File: src/core/uir_pkg.sv
// shared constants and types for the uart interrupt id / flow threshold bank
package uir_pkg;

  // ----------------------------------------------------------------
  // register indices on the internal register port
  // ----------------------------------------------------------------
  localparam logic [2:0] IDX_INT_ENABLE = 3'h0;
  localparam logic [2:0] IDX_FIFO_CTRL = 3'h1; // write fifo_control, read id
  localparam logic [2:0] IDX_MODEM_CTRL = 3'h2;
  localparam logic [2:0] IDX_ENH_FEATURE = 3'h3;
  localparam logic [2:0] IDX_DIV_LOW = 3'h4;
  localparam logic [2:0] IDX_DIV_HIGH = 3'h5;
  localparam logic [2:0] IDX_HALT_RESUME = 3'h6;
  localparam logic [2:0] IDX_TRIG_LEVELS = 3'h7;

  // ----------------------------------------------------------------
  // field positions
  // ----------------------------------------------------------------
  localparam int IE_RX_DATA = 0;
  localparam int IE_TX_HOLD = 1;
  localparam int IE_LINE = 2;
  localparam int IE_MODEM = 3;
  localparam int IE_SLEEP = 4;
  localparam int IE_XOFF = 5;
  localparam int IE_RTS = 6;
  localparam int IE_CTS = 7;
  localparam int FC_ENABLE = 0;
  localparam int MC_RTS = 1;
  localparam int MC_LVL_ACCESS = 2;
  localparam int EF_AUTO_CTS = 7;
  localparam int EF_AUTO_RTS = 6;
  localparam int EF_SPECIAL = 5;
  localparam int EF_ENHANCED = 4;
  localparam logic [7:0] IE_ENH_MASK = 8'hF0;
  localparam logic [7:0] FC_ENH_MASK = 8'h30;
  localparam logic [7:0] MC_ENH_MASK = 8'hE0;
  localparam logic [7:0] REG_RESET = 8'h00;

  // ----------------------------------------------------------------
  // interrupt source codes, bits 5:0 of the id register
  // ----------------------------------------------------------------
  localparam logic [5:0] ID_NONE = 6'h01;
  localparam logic [5:0] ID_LINE = 6'h06;
  localparam logic [5:0] ID_RX_TIMEOUT = 6'h0C;
  localparam logic [5:0] ID_RX_DATA = 6'h04;
  localparam logic [5:0] ID_TX_HOLD = 6'h02;
  localparam logic [5:0] ID_MODEM = 6'h00;
  localparam logic [5:0] ID_PIN_CHANGE = 6'h30;
  localparam logic [5:0] ID_SPECIAL = 6'h10;
  localparam logic [5:0] ID_CTS_RTS = 6'h20;

  // pending vector order, bit 0 highest priority
  typedef struct packed {
    logic cts_rts;
    logic special;
    logic pin_change;
    logic modem;
    logic tx_hold;
    logic rx_data;
    logic rx_timeout;
    logic line;
  } uir_pend_s;

  // threshold fields count in steps of four characters
  localparam int LVL_SHIFT = 2;

  typedef struct packed {
    logic [7:0] int_enable;
    logic [7:0] fifo_control;
    logic [7:0] modem_control;
    logic [7:0] enhanced_feature_ctrl;
    logic [7:0] baud_divisor_low;
    logic [7:0] baud_divisor_high;
    logic [7:0] flow_halt_resume_levels;
    logic [7:0] fifo_trigger_levels;
    logic cts_rts_flag;
    logic special_flag;
    logic cts_n_prev;
    logic rts_n;
    logic [7:0] rdata;
  } uir_state_s;

endpackage : uir_pkg

File: src/core/uir_prio_enc.sv
// priority encoder for the interrupt source code
`timescale 1ns/1ps
module uir_prio_enc (
  input wire uir_pkg::uir_pend_s pend,
  output logic [5:0] code
);
  always_comb begin
    if (pend.line) begin
      code = uir_pkg::ID_LINE;
    end else if (pend.rx_timeout) begin
      code = uir_pkg::ID_RX_TIMEOUT;
    end else if (pend.rx_data) begin
      code = uir_pkg::ID_RX_DATA;
    end else if (pend.tx_hold) begin
      code = uir_pkg::ID_TX_HOLD;
    end else if (pend.modem) begin
      code = uir_pkg::ID_MODEM;
    end else if (pend.pin_change) begin
      code = uir_pkg::ID_PIN_CHANGE;
    end else if (pend.special) begin
      code = uir_pkg::ID_SPECIAL;
    end else if (pend.cts_rts) begin
      code = uir_pkg::ID_CTS_RTS;
    end else begin
      code = uir_pkg::ID_NONE;
    end
  end
endmodule : uir_prio_enc

File: src/core/uir_regs.sv
// interrupt id, enhanced feature, divisor and fifo threshold registers
// ----------------------------------------------------------------
// Notes on behaviour
// id bit 0 reads 0 while an interrupt pends, 1 otherwise.
// id bits 7:6 both copy the fifo enable bit.
// id bits 5:1 hold the encoded source code per source.
// only the highest-priority pending source is reported.
// cts or rts going low to high raises the lowest source.
// modem and pin-change are marked by code only; host reads detail.
// auto-cts on: transmitter halts while cts input is high.
// auto-rts on: rts high at halt level, low at resume level.
// special detect on: match second stop char, flag id bit 4.
// enhanced enable gates writes to ie 7:4, fc 5:4, mc 7:5.
// feature bits 3:0 select software flow-control combination.
// baud divisor is high byte and low byte, 16 bits.
// divisor writes only while sleep enable is clear.
// halt/resume fields mean four times the field value.
// halt/resume writes need enhanced enable and modem bit 2.
// host keeps halt above resume; device does not check.
// trigger register: upper nibble rx, lower nibble tx, times four.
// trigger writes need enhanced enable and modem bit 2.
// zero nibble falls back to the fifo control trigger choice.
// host leaves fifo control 7:6 at 00 when trigger reg rules rx.
// only enabled sources reach irq and the id code; the cts/rts flag, once set, stays reported after its enables clear.
// id tracks pending sources live; none left reads no interrupt.
// ----------------------------------------------------------------
`timescale 1ns/1ps
module uir_regs #(
  // fifo control trigger table, index fifo_control 7:6 / 5:4
  parameter logic [6:0] RX_FC_TRIG0 = 7'h08,
  parameter logic [6:0] RX_FC_TRIG1 = 7'h10,
  parameter logic [6:0] RX_FC_TRIG2 = 7'h38,
  parameter logic [6:0] RX_FC_TRIG3 = 7'h3C,
  parameter logic [6:0] TX_FC_TRIG0 = 7'h08,
  parameter logic [6:0] TX_FC_TRIG1 = 7'h10,
  parameter logic [6:0] TX_FC_TRIG2 = 7'h20,
  parameter logic [6:0] TX_FC_TRIG3 = 7'h38
) (
  input wire logic clk,
  input wire logic rst,
  input wire logic reg_wr,
  input wire logic reg_rd,
  input wire logic [2:0] reg_addr,
  input wire logic [7:0] reg_wdata,
  output logic [7:0] reg_rdata,
  input wire logic src_line,
  input wire logic src_rx_timeout,
  input wire logic src_rx_data,
  input wire logic src_tx_hold,
  input wire logic src_modem,
  input wire logic src_pin_change,
  input wire logic rx_char_valid,
  input wire logic [7:0] rx_char,
  input wire logic [7:0] second_stop_char,
  input wire logic cts_n,
  input wire logic [6:0] rx_fifo_level,
  output logic irq_n,
  output logic rts_n,
  output logic tx_halt,
  output logic [15:0] baud_divisor,
  output logic [3:0] sw_flow_select,
  output logic [6:0] rx_trigger,
  output logic [6:0] tx_trigger,
  output logic [7:0] int_enable,
  output logic [7:0] fifo_control,
  output logic [7:0] modem_control
);

  // ----------------------------------------------------------------
  // state
  // ----------------------------------------------------------------
  uir_pkg::uir_state_s st_ff;
  uir_pkg::uir_state_s nxt_st;
  uir_pkg::uir_pend_s pend;
  logic [5:0] id_code;
  logic [7:0] id_value;
  logic enh;
  logic lvl_access;
  logic [6:0] halt_lvl;
  logic [6:0] resume_lvl;
  logic rts_rise;
  logic cts_rise;
  logic nxt_rts_n;
  logic id_read;

  assign enh = st_ff.enhanced_feature_ctrl[uir_pkg::EF_ENHANCED];
  assign lvl_access = enh & st_ff.modem_control[uir_pkg::MC_LVL_ACCESS];
  // field value times four, range 0..60
  assign halt_lvl = {1'b0, st_ff.flow_halt_resume_levels[3:0], 2'b00};
  assign resume_lvl = {1'b0, st_ff.flow_halt_resume_levels[7:4],
                       2'b00};

  // ----------------------------------------------------------------
  // interrupt sources, gated by their enables
  // ----------------------------------------------------------------
  always_comb begin
    pend.line = src_line & st_ff.int_enable[uir_pkg::IE_LINE];
    pend.rx_timeout = src_rx_timeout & st_ff.int_enable[uir_pkg::IE_RX_DATA];
    pend.rx_data = src_rx_data & st_ff.int_enable[uir_pkg::IE_RX_DATA];
    pend.tx_hold = src_tx_hold & st_ff.int_enable[uir_pkg::IE_TX_HOLD];
    pend.modem = src_modem & st_ff.int_enable[uir_pkg::IE_MODEM];
    // pin-change arrives already gated by the gpio interrupt enables
    pend.pin_change = src_pin_change;
    pend.special = st_ff.special_flag & st_ff.int_enable[uir_pkg::IE_XOFF];
    // cts/rts enables gate the setting of this flag, not its report
    pend.cts_rts = st_ff.cts_rts_flag;
  end

  // ----------------------------------------------------------------
  // interrupt id
  // ----------------------------------------------------------------
  uir_prio_enc u_enc (
    .pend(pend),
    .code(id_code)
  );

  assign id_value = {{2{st_ff.fifo_control[uir_pkg::FC_ENABLE]}},
                     id_code[5:1], id_code[0]};

  // ----------------------------------------------------------------
  // auto rts with hysteresis between halt and resume levels
  // ----------------------------------------------------------------
  always_comb begin
    // between the two levels the pin keeps its state
    nxt_rts_n = st_ff.rts_n;
    if (st_ff.enhanced_feature_ctrl[uir_pkg::EF_AUTO_RTS]) begin
      if (rx_fifo_level >= halt_lvl) begin
        nxt_rts_n = 1'b1;
      end else if (rx_fifo_level <= resume_lvl) begin
        nxt_rts_n = 1'b0;
      end
    end else begin
      nxt_rts_n = ~st_ff.modem_control[uir_pkg::MC_RTS];
    end
  end

  // ----------------------------------------------------------------
  // inactive-going edges of cts and rts
  // ----------------------------------------------------------------
  // rts edge taken on the level about to be driven, kept out of the
  // next-state process so the detector never reads back its own output
  assign cts_rise = cts_n & ~st_ff.cts_n_prev &
                    st_ff.int_enable[uir_pkg::IE_CTS];
  assign rts_rise = nxt_rts_n & ~st_ff.rts_n &
                    st_ff.int_enable[uir_pkg::IE_RTS];
  assign id_read = reg_rd & (reg_addr == uir_pkg::IDX_FIFO_CTRL);

  // ----------------------------------------------------------------
  // next state
  // ----------------------------------------------------------------
  always_comb begin
    nxt_st = st_ff;
    nxt_st.cts_n_prev = cts_n;

    // host writes
    if (reg_wr) begin
      case (reg_addr)
        uir_pkg::IDX_INT_ENABLE: begin
          nxt_st.int_enable = enh ? reg_wdata :
            (st_ff.int_enable & uir_pkg::IE_ENH_MASK) |
            (reg_wdata & ~uir_pkg::IE_ENH_MASK);
        end
        uir_pkg::IDX_FIFO_CTRL: begin
          nxt_st.fifo_control = enh ? reg_wdata :
            (st_ff.fifo_control & uir_pkg::FC_ENH_MASK) |
            (reg_wdata & ~uir_pkg::FC_ENH_MASK);
        end
        uir_pkg::IDX_MODEM_CTRL: begin
          nxt_st.modem_control = enh ? reg_wdata :
            (st_ff.modem_control & uir_pkg::MC_ENH_MASK) |
            (reg_wdata & ~uir_pkg::MC_ENH_MASK);
        end
        uir_pkg::IDX_ENH_FEATURE: begin
          nxt_st.enhanced_feature_ctrl = reg_wdata;
        end
        uir_pkg::IDX_DIV_LOW: begin
          if (!st_ff.int_enable[uir_pkg::IE_SLEEP]) begin
            nxt_st.baud_divisor_low = reg_wdata;
          end
        end
        uir_pkg::IDX_DIV_HIGH: begin
          if (!st_ff.int_enable[uir_pkg::IE_SLEEP]) begin
            nxt_st.baud_divisor_high = reg_wdata;
          end
        end
        uir_pkg::IDX_HALT_RESUME: begin
          // ordering of halt above resume is left to the host
          if (lvl_access) begin
            nxt_st.flow_halt_resume_levels = reg_wdata;
          end
        end
        uir_pkg::IDX_TRIG_LEVELS: begin
          if (lvl_access) begin
            nxt_st.fifo_trigger_levels = reg_wdata;
          end
        end
        default: begin
          nxt_st.rdata = st_ff.rdata;
        end
      endcase
    end

    nxt_st.rts_n = nxt_rts_n;

    // sticky flags: reading the id clears, a new event in the same
    // cycle wins so it is never lost
    if (id_read) begin
      nxt_st.cts_rts_flag = 1'b0;
      nxt_st.special_flag = 1'b0;
    end
    if (cts_rise | rts_rise) begin
      nxt_st.cts_rts_flag = 1'b1;
    end
    if (rx_char_valid && st_ff.enhanced_feature_ctrl[uir_pkg::EF_SPECIAL] &&
        rx_char == second_stop_char) begin
      nxt_st.special_flag = 1'b1;
    end

    // read data, captured only on a read strobe so it stands until
    // the next read
    case (reg_addr)
      uir_pkg::IDX_INT_ENABLE: nxt_st.rdata = st_ff.int_enable;
      uir_pkg::IDX_FIFO_CTRL: nxt_st.rdata = id_value;
      uir_pkg::IDX_MODEM_CTRL: nxt_st.rdata = st_ff.modem_control;
      uir_pkg::IDX_ENH_FEATURE: nxt_st.rdata = st_ff.enhanced_feature_ctrl;
      uir_pkg::IDX_DIV_LOW: nxt_st.rdata = st_ff.baud_divisor_low;
      uir_pkg::IDX_DIV_HIGH: nxt_st.rdata = st_ff.baud_divisor_high;
      uir_pkg::IDX_HALT_RESUME: nxt_st.rdata = st_ff.flow_halt_resume_levels;
      uir_pkg::IDX_TRIG_LEVELS: nxt_st.rdata = st_ff.fifo_trigger_levels;
      default: nxt_st.rdata = uir_pkg::REG_RESET;
    endcase
    if (!reg_rd) begin
      nxt_st.rdata = st_ff.rdata;
    end
  end

  // ----------------------------------------------------------------
  // registers
  // ----------------------------------------------------------------
  always_ff @(posedge clk or posedge rst) begin
    if (rst) begin
      st_ff <= '{
        int_enable: uir_pkg::REG_RESET,
        fifo_control: uir_pkg::REG_RESET,
        modem_control: uir_pkg::REG_RESET,
        enhanced_feature_ctrl: uir_pkg::REG_RESET,
        baud_divisor_low: uir_pkg::REG_RESET,
        baud_divisor_high: uir_pkg::REG_RESET,
        flow_halt_resume_levels: uir_pkg::REG_RESET,
        fifo_trigger_levels: uir_pkg::REG_RESET,
        cts_rts_flag: 1'b0,
        special_flag: 1'b0,
        // detector starts as if cts were inactive: no false edge
        cts_n_prev: 1'b1,
        rts_n: 1'b1,
        rdata: uir_pkg::REG_RESET
      };
    end else begin
      st_ff <= nxt_st;
    end
  end

  // ----------------------------------------------------------------
  // outputs
  // ----------------------------------------------------------------
  always_comb begin
    case (st_ff.fifo_control[7:6])
      2'h0: rx_trigger = RX_FC_TRIG0;
      2'h1: rx_trigger = RX_FC_TRIG1;
      2'h2: rx_trigger = RX_FC_TRIG2;
      default: rx_trigger = RX_FC_TRIG3;
    endcase
    case (st_ff.fifo_control[5:4])
      2'h0: tx_trigger = TX_FC_TRIG0;
      2'h1: tx_trigger = TX_FC_TRIG1;
      2'h2: tx_trigger = TX_FC_TRIG2;
      default: tx_trigger = TX_FC_TRIG3;
    endcase
    // a non-zero nibble overrides the fifo control choice
    if (st_ff.fifo_trigger_levels[7:4] != 4'h0) begin
      rx_trigger = {1'b0, st_ff.fifo_trigger_levels[7:4], 2'b00};
    end
    if (st_ff.fifo_trigger_levels[3:0] != 4'h0) begin
      tx_trigger = {1'b0, st_ff.fifo_trigger_levels[3:0], 2'b00};
    end
  end

  // ----------------------------------------------------------------
  // pins and register copies
  // ----------------------------------------------------------------
  assign irq_n = id_code[0];
  assign rts_n = st_ff.rts_n;
  // combinational so a cts change stops the next character at once
  assign tx_halt = st_ff.enhanced_feature_ctrl[uir_pkg::EF_AUTO_CTS] &
                   cts_n;
  assign baud_divisor = {st_ff.baud_divisor_high,
                         st_ff.baud_divisor_low};
  assign sw_flow_select = st_ff.enhanced_feature_ctrl[3:0];
  assign reg_rdata = st_ff.rdata;
  assign int_enable = st_ff.int_enable;
  assign fifo_control = st_ff.fifo_control;
  assign modem_control = st_ff.modem_control;

endmodule : uir_regs

File: config.mk
export PLATFORM = sky130hd
export DESIGN_NAME = uir_regs
export DESIGN_NICKNAME = d
export VERILOG_FILES = /design/src/core/uir_pkg.sv /design/src/core/uir_prio_enc.sv /design/src/core/uir_regs.sv
export SDC_FILE = /design/constraint.sdc
export NUM_CORES = 1
export LEC_CHECK = 0
export ABC_AREA = 1
export BUFFER_PORTS_ARGS = -buffer_cell sky130_fd_sc_hd__buf_2
export CAP_MARGIN = 10
export CORE_ASPECT_RATIO = 1.1
export CORE_MARGIN = 2
export CORE_UTILIZATION = 45
export DETAILED_ROUTE_END_ITERATION = 6
export GPL_ROUTABILITY_DRIVEN = 1
export PLACE_DENSITY = 0.79
export SLEW_MARGIN = 20
export SYNTH_ARGS = -nofsm -noshare
export SYNTH_HDL_FRONTEND = slang
export SYNTH_SLANG_ARGS = --single-unit
export TNS_END_PERCENT = 50
File: constraint.sdc
create_clock -name clk -period 3.15 [get_ports clk]
set_input_delay 0.315 -clock clk [delete_from_list [all_inputs] [get_ports clk]]
set_output_delay 0.315 -clock clk [all_outputs]
set_load 0.02 [all_outputs]
# Word level (Yosys, flattened, before mapping)
# Index checks and enable logic that the tools add are counted.
dict set report totals {
  regBits 76
  out_inout_bits 69
  input_bits 46
}
dict set report op_classes {
  magnitude_cmp 2
  mux 22
  reduce_logical 17
  bitwise 21
  n_eq_ne 12
}
# operator count
set op_table {}
lappend op_table {{8-bit case mux with 8 select lines} 1}
lappend op_table {{6-bit 2-to-1 mux} 9}
lappend op_table {{6-bit case mux with 3 select lines} 2}
lappend op_table {{8-bit 2-to-1 mux} 3}
lappend op_table {{1-bit bitwise AND} 13}
lappend op_table {{3-bit == test, second input constant} 4}
lappend op_table {{3-bit AND reduction} 4}
lappend op_table {{8-bit == test} 1}
lappend op_table {{6-bit by 8-bit OR with 8-bit output} 1}
lappend op_table {{8-bit by 4-bit OR with 8-bit output} 1}
lappend op_table {{8-bit by 5-bit OR with 8-bit output} 1}
lappend op_table {{2-bit AND reduction} 4}
lappend op_table {{4-bit nonzero test} 2}
lappend op_table {{7-bit by 6-bit greater-or-equal comparator with 1-bit output} 1}
lappend op_table {{7-bit by 6-bit less-or-equal comparator with 1-bit output} 1}
lappend op_table {{7-bit 2-to-1 mux} 1}
lappend op_table {{3-bit by 2-bit == test with 1-bit output, second input constant} 2}
lappend op_table {{1-bit 2-to-1 mux} 5}
lappend op_table {{2-bit by 1-bit == test with 1-bit output, second input constant} 2}
lappend op_table {{2-bit == test, second input constant} 2}
lappend op_table {{2-bit logical NOT} 2}
lappend op_table {{1-bit NOT} 4}
lappend op_table {{2-bit nonzero test} 2}
lappend op_table {{3-bit by 1-bit == test with 1-bit output, second input constant} 1}
lappend op_table {{4 further kinds} 5}

# Depth between registers and ports, before layout
# Gate-level depths: netlist of run 1.
dict set report logic_depth {
  depth_word 9
  mapped_depth 11
  depth_no_buf 11
}

# Hierarchy
# Synthesis of run 1 repeated with hierarchy kept, for this count alone.
dict set report hier_totals {
  cells_unflattened 602
  hier_area_um2 4569.4
}
# mod area_per_inst_um2 instances cells_each
set modules_own_cells {}
lappend modules_own_cells {uir_regs 4479.3 1 581}
lappend modules_own_cells {uir_prio_enc 90.1 1 21}

# Worst setup path after synthesis of run 1
# OpenSTA, ideal clock, no wires.
dict set report synth_timing {
  kind {flip-flop to output port}
  start {register st_ff, in the netlist fifo_control[4]}
  end {output tx_trigger[3]}
  required_ps 2835
  setup_slack_ps 1625
  path_buffers 0
  t_arrival_ps 1210
  path_stages_with_launch 5
  path_cell_list {dfrtp_1 inv_1 ha_1 inv_1 o21ai_0}
}
dict set report synth_between {
  elab_chain_len 3
}
# element line
set synth_rtl {}
lappend synth_rtl {{from (decl)} uir_regs.sv:72} ;# uir_pkg::uir_state_s st_ff;
lappend synth_rtl {{from (signal assigned)} uir_regs.sv:242} ;# st_ff <= '{
lappend synth_rtl {{from (signal assigned)} uir_regs.sv:259} ;# st_ff <= nxt_st;
lappend synth_rtl {{2-bit == test (tied with other cells)} uir_regs.sv:273} ;# case (st_ff.fifo_control[5:4])
lappend synth_rtl {{6-bit case mux with 3 select lines (*)} uir_regs.sv:273}
lappend synth_rtl {{7-bit 2-to-1 mux (*)} uir_regs.sv:283} ;# if (st_ff.fifo_trigger_levels[3:0] != 4'h0) begin
lappend synth_rtl {{to (decl)} uir_regs.sv:63} ;# output logic [6:0] tx_trigger,
# Mark *: on every way between the ends. The rest lies on a longest branch, timed or not.

# Final worst setup path of run 1
dict set report layout_timing {
  start {register st_ff[16] (netlist bit)}
  end {output rx_trigger[2]}
}
dict set report layout_between {
  elab_chain_len 2
}
# element line
set layout_rtl {}
lappend layout_rtl {{4-bit nonzero test} uir_regs.sv:280} ;# if (st_ff.fifo_trigger_levels[7:4] != 4'h0) begin
lappend layout_rtl {{6-bit 2-to-1 mux (*)} uir_regs.sv:280}
lappend layout_rtl {{to (decl)} uir_regs.sv:62} ;# output logic [6:0] rx_trigger,
# Marks and branches as above.

==> impl_metrics.ini, run 1 <==
[outcome]
status = finished clean

[logic_synthesis]
yosysWarnings = 0
yosysMostFrequentCell = nand2_1
synth_area_leader_cell = dfrtp_1
async_reset_ff_share_pct = 100
synth.distinct_cells = 33
synth-edff-count = 0
yosysSeqAreaShare_pct = 42.6
synth_top_area_share_pct = 41.4
ys_ff_latch = 76
synthCells = 590
ys.flop_type = dfrtp_1
synthTopCellsByArea = dfrtp_1, nand2_1, buf_4
avgSynthCellArea_um2 = 7.58
ys_top_cells_by_count = nand2_1, dfrtp_1, buf_4, o21ai_0, inv_1
netlist_area_mm2 = 0.00447

[route]
drc = 0
totalWireLength_mm = 12.7
wl_per_cell_um = 16.6
drtIter0Drc = 268
vias = 3955
drtAntennaViolNets = 0
via_per_inst = 5.16
drtPass1Iterations = 6

[power]
p_seq_share_pct = 43.8
p_per_area_mw_per_mm2 = 677
clkPwrFrac_pct = 22.0
p_leak_uw = 0.00265
peakVddDrop_v = 0.000406
switching_share_pct = 40.4
p_sw_uw = 1330
internal_power_uw = 1960
comb_power_share_pct = 34.2

[floorplanning]
die_x_um = 99.0
fp.coreArea_mm2 = 0.00975
start_util_pct = 45.9
die_h_um = 109
std_cell_rows = 38
io_pins = 115
dieArea_mm2 = 0.0108

[cts]
clk_path_buf_depth = 2
htree_levels = 3
clk_latency_ns = 0.37
cts-resized-gates = 0
hold_buffers = 0
cts.sinks = 76
cts.clk_slew.worst_paths_ns = 0.08
post-cts-setup-buffers = 0
clk_root_buffer_cell = clkbuf_8
cts_made_buffers = 9
cts_tree = yes

[global_routing]
gr-total-overflow = 0
grt_pass1_vias = 3787
antenna_found_initial = 0
grt_start_max_net_pins = 41
grt_pass1_wl_mm = 19.9
track_usage_pct = 24.4

[timing]
fmax_mhz = 504
setup_slack_ns = 1.17
finalCriticalPeriod_ns = 1.98
hold_viol_final = 0
period_share_pct = 62.9
rsz0062_at_grt = false
skew_ns = 0.0109
fin_tns_setup_ns = 0
timing.final.max_slew_violations = 0
setup_viol = 0
worst-slew-pin-transition_ns = 0.820
slew_headroom_pct = 45.2

[cells_and_area]
nNetsFinal = 698
n_antenna_cell = 0
drive_gt1_share_pct = 21.5
synthToLayoutAreaGrowth_pct = 8.45
fillerInstances = 1001
fin_area_mm2 = 0.00485
utilization_pct = 49.8

[place]
io_buffers = 108
place_hpwl_mm = 9.62
placed_cell_area_mm2 = 0.00467
gp_congestion = 0.976
post-place-ws_ns = 1.29

[min_path]
hp-class = in2reg

[critical_path]
end_kind = primary output
cp_slowest_cell = dfrtp_1
max_stage_delay_ns = 0.43
cp_top_family = simple AND/OR/NAND/NOR gates
crit_arrival_ns = 1.67
path_buf_inv = 1
cp_max_fo = 4
cp_data_required_time_ns = 2.83
crit_chain = nor4_1, nand2_1, o21bai_1, buf_2
cp-start-kind = register
crit_type = reg2out

[run]
drv_cap = 0
[per-stage QoR]
stage	hold WS, ns	total power (uW)	std cells
after floorplan	0.319	2350	595
after global placement	0.450	2540	750
after detailed placement	0.457	2570	750
after CTS	0.0643	3300	766
after global routing	0.0708	3490	766
final	0.0702	3280	766
[cells by family after synthesis]
group,count (synthesis),share of synthesized area (%)
adder cells (fa/ha/maj),11,3.08
flip-flops,76,42.6
AND/OR/NAND/NOR,260,24.8
buffers and inverters,141,17.5
XOR/XNOR,4,0.783
AO/OA/AOI/OAI,97,11.2
other,1,0.0839
[registers in the layout, summed over array words and instances, names as in the netlist]
register	count
halt_lvl	4
reg_rdata	8
pend	1
st_ff	13
sw_flow_select	4
rts_n	1
fifo_control	8
modem_control	8
resume_lvl	4
baud_divisor	16
int_enable	8
enh	1
[cell usage in the layout, fill, tap and decap left out, types with 2 or more instances in the layout]
master	Yosys	layout
dfstp_2	2	2
nand4_1	9	9
o21ai_0	63	63
nand3_2	2	2
nor2_1	42	42
dfrtp_1	74	74
nor2_2	4	4
a21oi_1	12	12
nor3_1	3	3
clkbuf_8	0	9
nand3_1	36	36
o22ai_1	2	2
clkbuf_1	3	4
inv_2	5	6
o21bai_1	2	2
clkinv_2	0	2
o21ai_1	16	16
inv_1	62	61
buf_2	7	108
xor2_1	4	4
nand2_1	156	156
conb_1	1	6
ha_1	11	11
[power groups by stage]
stage	Sequential, uW	Combinational (uW)	Clock (uW)
floorplan	1370	978	0
global placement	1450	1090	0
detailed placement	1450	1120	0
CTS	1440	1130	729
global route	1470	1250	767
finish	1440	1120	721
[area by class of cell]
class	instances	area (um^2)	area share, %
clock inverter	3	40.0	0.826
inverter	67	251	5.19
tap	120	150	3.10
sequential	76	1900	39.3
clock buffer	13	139	2.86
timing repair buffer	109	561	11.6
multi-input combinational	378	1800	37.2
[routing by layer]
layer | GRT usage, % | wire [um]
met4 | 11.2 | 347
met2 | 40.7 | 6090
met1 | 31.1 | 5450
met3 | 4.33 | 800
met5 | 0 | 0
[path summary, 6_finish.rpt]
kind | from | endpoint | slack [ns] | depth (start not counted)
hold reg to reg | reg_rdata[6]$_DFFE_PP0P_ | reg_rdata[6]$_DFFE_PP0P_ | 0.48 | 2
hold / removal | cts_n | st_ff[9]$_DFF_PP1_ | 0.07 | 1
max in group asynchronous | rst | st_ff[9]$_DFF_PP1_ | 2.32 | 3
setup / recovery | st_ff[16]$_DFFE_PP0P_ | rx_trigger[2] | 1.17 | 4
setup reg to reg | int_enable[4]$_DFFE_PP0P_ | baud_divisor[11]$_DFFE_PP0P_ | 1.64 | 4
min in group asynchronous | rst | enh$_DFFE_PP0P_ | 0.11 | 2
No activity file was read; power rests on OpenSTA's default activity.
==> inputs of run 2 (changes only) <==
PLACE_DENSITY = 0.81   (was 0.79)
clock period = 1.7 ns   (was 3.15 ns; I/O delays follow)
==> impl_metrics.ini, run 2 (synthesized netlist as in run 1, its figures left out) <==
[cts]
cts_made_buffers = 9
cts.sinks = 76
cts_tree = yes
clk_root_buffer_cell = clkbuf_8
htree_levels = 3
clk_latency_ns = 0.36
clk_path_buf_depth = 2
cts.clk_slew.worst_paths_ns = 0.07

[route]
totalWireLength_mm = 12.6
drtPass1Iterations = 5
drtIter0Drc = 315
drc = 0
vias = 4032
drtAntennaViolNets = 0
via_per_inst = 5.16
wl_per_cell_um = 16.2

[cells_and_area]
nNetsFinal = 713
synthToLayoutAreaGrowth_pct = 13.3
fin_area_mm2 = 0.00507
largest_reg_flops = 16
layout_common_cells = nand2_1, buf_2, dfrtp_1
n_antenna_cell = 0
drive_gt1_share_pct = 24.4
layout_commonest_cell = nand2_1

[timing]
rsz0062_at_grt = true
setup_slack_ns = 0.0136
slew_headroom_pct = 65.3
skew_ns = 0.00681
fmax_mhz = 593
worst-slew-pin-transition_ns = 0.520
timing.final.max_slew_violations = 0
period_share_pct = 99.2
finalCriticalPeriod_ns = 1.69
hold_viol_final = 0
setup_viol = 0

[critical_path]
crit_arrival_ns = 1.52
cp_max_fo = 3
cp-start-kind = register
crit_type = reg2out
end_kind = primary output
cp_data_required_time_ns = 1.53

[place]
io_buffers = 108
gp_congestion = 1.00
placed_cell_area_mm2 = 0.00476
place_hpwl_mm = 9.69
post-place-ws_ns = 0.193

[global_routing]
antenna_found_initial = 0
track_usage_pct = 24.0
grt_pass1_vias = 3841
gr-total-overflow = 0
grt_pass1_wl_mm = 19.7
grt_start_max_net_pins = 77

[power]
clkPwrFrac_pct = 24.7
peakVddDrop_v = 0.000677
p_seq_share_pct = 41.3
switching_share_pct = 38.5
p_per_area_mw_per_mm2 = 1280
internal_power_uw = 3970
comb_power_share_pct = 34.0
p_sw_uw = 2490
p_leak_uw = 0.00276

[floorplanning]
fp.coreArea_mm2 = 0.00975
die_x_um = 99.0
io_pins = 115
die_h_um = 109
std_cell_rows = 38
dieArea_mm2 = 0.0108
start_util_pct = 45.9

[outcome]
status = finished clean

[min_path]
hp-class = in2reg

[run]
drv_cap = 0
## run 2: cell types whose count changed in the layout (fill, tap and decap cells not counted), sizes merged
cell         before  now
inv              67   66
clkbuf           13   12
dlygate4sd3       0    2
buf             109  122
bufinv            1    2
clkinvlp          0    1
## run 2: area by class of cell
| type | instances | area, um^2 |
|---|---|---|
| multi-input cells | 378 | 1830 |
| well taps | 120 | 150 |
| inverters | 67 | 255 |
| clock buffers | 12 | 165 |
| fillers | 965 | 4680 |
| clock inverters | 4 | 70.1 |
| repair buffers | 124 | 692 |
| flip-flops and latches | 76 | 1910 |
## run 2: layer usage
layer	part of all wire, %	wire length, um	track usage (%)
met1	41	5160	30.3
met2	47	5990	38.8
met3	7.4	937	6.33
met4	4.2	532	10.9
met5	0	0	0
## run 2: path summary, 6_finish.rpt
| kind | start | cells past startpoint | endpoint | slack [ns] |
|---|---|---|---|---|
| max in group asynchronous | rst | 4 | st_ff[18]$_DFFE_PP0P_ | 0.90 |
| min reg2reg | reg_rdata[5]$_DFFE_PP0P_ | 2 | reg_rdata[5]$_DFFE_PP0P_ | 0.48 |
| max | st_ff[18]$_DFFE_PP0P_ | 4 | rx_trigger[2] | 0.01 |
| min in group asynchronous | rst | 4 | int_enable[6]$_DFFE_PP0P_ | 0.46 |
| min | reg_wdata[5] | 3 | resume_lvl[3]$_DFFE_PP0P_ | 0.03 |
| max reg2reg | resume_lvl[5]$_DFFE_PP0P_ | 10 | pend[7]$_DFFE_PP0P_ | 0.32 |
## run 2: metrics by stage
step / std cells / utilization, % / total power (uW) / hold WS, ns / setup TNS [ns]
floorplan: 595 / - / 4350 / 0.174 / 0
global placement: 761 / 48.8 / 4720 / 0.305 / 0
detailed placement: 761 / 48.8 / 4800 / 0.311 / 0
CTS: 779 / 51.6 / 6430 / 0.0246 / 0
global route: 781 / 52.0 / 6870 / 0.0349 / -0.101
finish: 781 / 52.0 / 6460 / 0.0341 / 0
## run 2: worst max-delay path, cell delays in order, from the launching register on
cell	delay, ns
dfrtp_2	0.44
nor4_4	0.33
nand2_1	0.11
o21bai_1	0.13
buf_4	0.15
## run 2: what timing repair did
action / in CTS / in global routing
pin swaps: 0 / 2
endpoints found under the hold margin: 75 / 0
setup endpoints to repair: 5 / 7
buffers inserted: 0 / 2
hold buffers: 2 / 0
resized for setup: 3 / 10
gates cloned: 0 / 0
## run 2: power groups by stage
stage                     registers (uW)  clock network [uW]  logic, uW
after floorplan                     2540                   0       1810
after global placement              2680                   0       2040
after detailed placement            2680                   0       2110
after CTS                           2660                1620       2140
after global routing                2710                1710       2450
final                               2670                1590       2200
==> inputs of run 3 (changes only) <==
CORE_UTILIZATION = 48   (was 45)
HOLD_SLACK_MARGIN = 0.06   (was default)
PLACE_DENSITY = 0.85   (was 0.81)
SKIP_CTS_REPAIR_TIMING = 1   (was default)
==> impl_metrics.ini, run 3 (synthesized netlist as in run 1, its figures left out) <==
[critical_path]
end_kind = primary output
crit_chain = nor4_4, nand2_1, o21bai_1, buf_4
cp_data_required_time_ns = 1.53
crit_type = reg2out
max_stage_delay_ns = 0.45
cp_max_fo = 4
cp-start-kind = register
cp_top_family = flip-flops
path_buf_inv = 1
crit_arrival_ns = 1.51
cp_slowest_cell = dfrtp_2

[place]
gp_congestion = 0.950
post-place-ws_ns = 0.121
io_buffers = 108
placed_cell_area_mm2 = 0.00475
place_hpwl_mm = 9.90

[power]
peakVddDrop_v = 0.000660
p_leak_uw = 0.00274
p_sw_uw = 2470
switching_share_pct = 39.0
internal_power_uw = 3860
p_seq_share_pct = 42.1
clkPwrFrac_pct = 23.6
comb_power_share_pct = 34.3
p_per_area_mw_per_mm2 = 1260

[cts]
cts_made_buffers = 9
cts.clk_slew.worst_paths_ns = 0.08
htree_levels = 3
clk_root_buffer_cell = clkbuf_8
clk_latency_ns = 0.34
cts.sinks = 76
clk_path_buf_depth = 2
cts_tree = yes

[global_routing]
grt_start_max_net_pins = 35
gr-total-overflow = 0
grt_pass1_wl_mm = 19.9
antenna_found_initial = 0
track_usage_pct = 26.3
grt_pass1_vias = 3845

[route]
drtPass1Iterations = 7
totalWireLength_mm = 12.7
wl_per_cell_um = 16.4
vias = 4042
drtAntennaViolNets = 0
drtIter0Drc = 234
via_per_inst = 5.22
drc = 0

[timing]
finalCriticalPeriod_ns = 1.68
fmax_mhz = 597
setup_slack_ns = 0.0247
slew_headroom_pct = 62.9
fin_tns_setup_ns = 0
hold_viol_final = 0
period_share_pct = 98.5
setup_viol = 0
skew_ns = 0.00872
worst-slew-pin-transition_ns = 0.556
timing.final.max_slew_violations = 0
rsz0062_at_grt = true

[outcome]
status = finished clean

[cells_and_area]
largest_reg_flops = 16
fin_area_mm2 = 0.00504
synthToLayoutAreaGrowth_pct = 12.6
multi_input_area_mm2 = 0.00183
utilization_pct = 56.2
layout_commonest_cell = nand2_1
drive_gt1_share_pct = 24.1
fillerInstances = 852
seqCellArea_mm2 = 0.00191
nNetsFinal = 714
n_antenna_cell = 0
layout_common_cells = nand2_1, buf_2, dfrtp_1

[run]
drv_cap = 0

[floorplanning]
die_x_um = 96.0
dieArea_mm2 = 0.0101
start_util_pct = 49.9
io_pins = 115
die_h_um = 105
fp.coreArea_mm2 = 0.00896
std_cell_rows = 36

[min_path]
hp-class = in2reg
run 3: area by class of cell:
class	instances	area share [%]
flip-flops and latches	76	37.9
clock inverters	4	1.49
inverters	67	5.07
clock buffers	10	2.73
repair buffers	125	13.8
multi-input cells	378	36.3
well taps	114	2.83
run 3: final timing paths:
kind                                               start                        end  slack [ns]  depth (start not counted)
min in group asynchronous                            rst      st_ff[50]$_DFFE_PP0P_        0.43                          3
worst min-delay path                        reg_wdata[5]  resume_lvl[3]$_DFFE_PP0P_        0.07                          3
max in group asynchronous                            rst         st_ff[9]$_DFF_PP1_        0.68                          4
worst min register to register  reg_rdata[7]$_DFFE_PP0P_   reg_rdata[7]$_DFFE_PP0P_        0.49                          2
worst max-delay path               st_ff[18]$_DFFE_PP0P_              rx_trigger[2]        0.02                          4
worst max register to register   halt_lvl[4]$_DFFE_PP0P_        pend[7]$_DFFE_PP0P_        0.26                         10
run 3: power by group through the flow:
stage                     combinational (uW)  sequential, uW  clock (uW)
after detailed placement                2120            2680           0
after floorplan                         1810            2540           0
after global placement                  2050            2670           0
final                                   2170            2670        1500
after global routing                    2430            2710        1600
after CTS                               2130            2650        1510
run 3: tightest hold or removal path, delay by kind of cell:
family,cells,cell delay (ns)
buffers and inverters,1,0.09
AO/OA/AOI/OAI,1,0.06
AND/OR/NAND/NOR,1,0.05
run 3: per-layer routing:
layer	GRT usage, %	share of wire, %
met5	0	0
met4	7.86	2.4
met3	5.58	7.4
met2	43.5	49
met1	34.4	41
run 3: per-stage QoR:
| step | hold slack, ns | std cells | total power [uW] |
|---|---|---|---|
| floorplan | 0.174 | 595 | 4350 |
| global placement | 0.243 | 755 | 4710 |
| detailed placement | 0.249 | 755 | 4800 |
| CTS | -0.115 | 769 | 6280 |
| global route | 0.0856 | 774 | 6740 |
| finish | 0.0717 | 774 | 6340 |
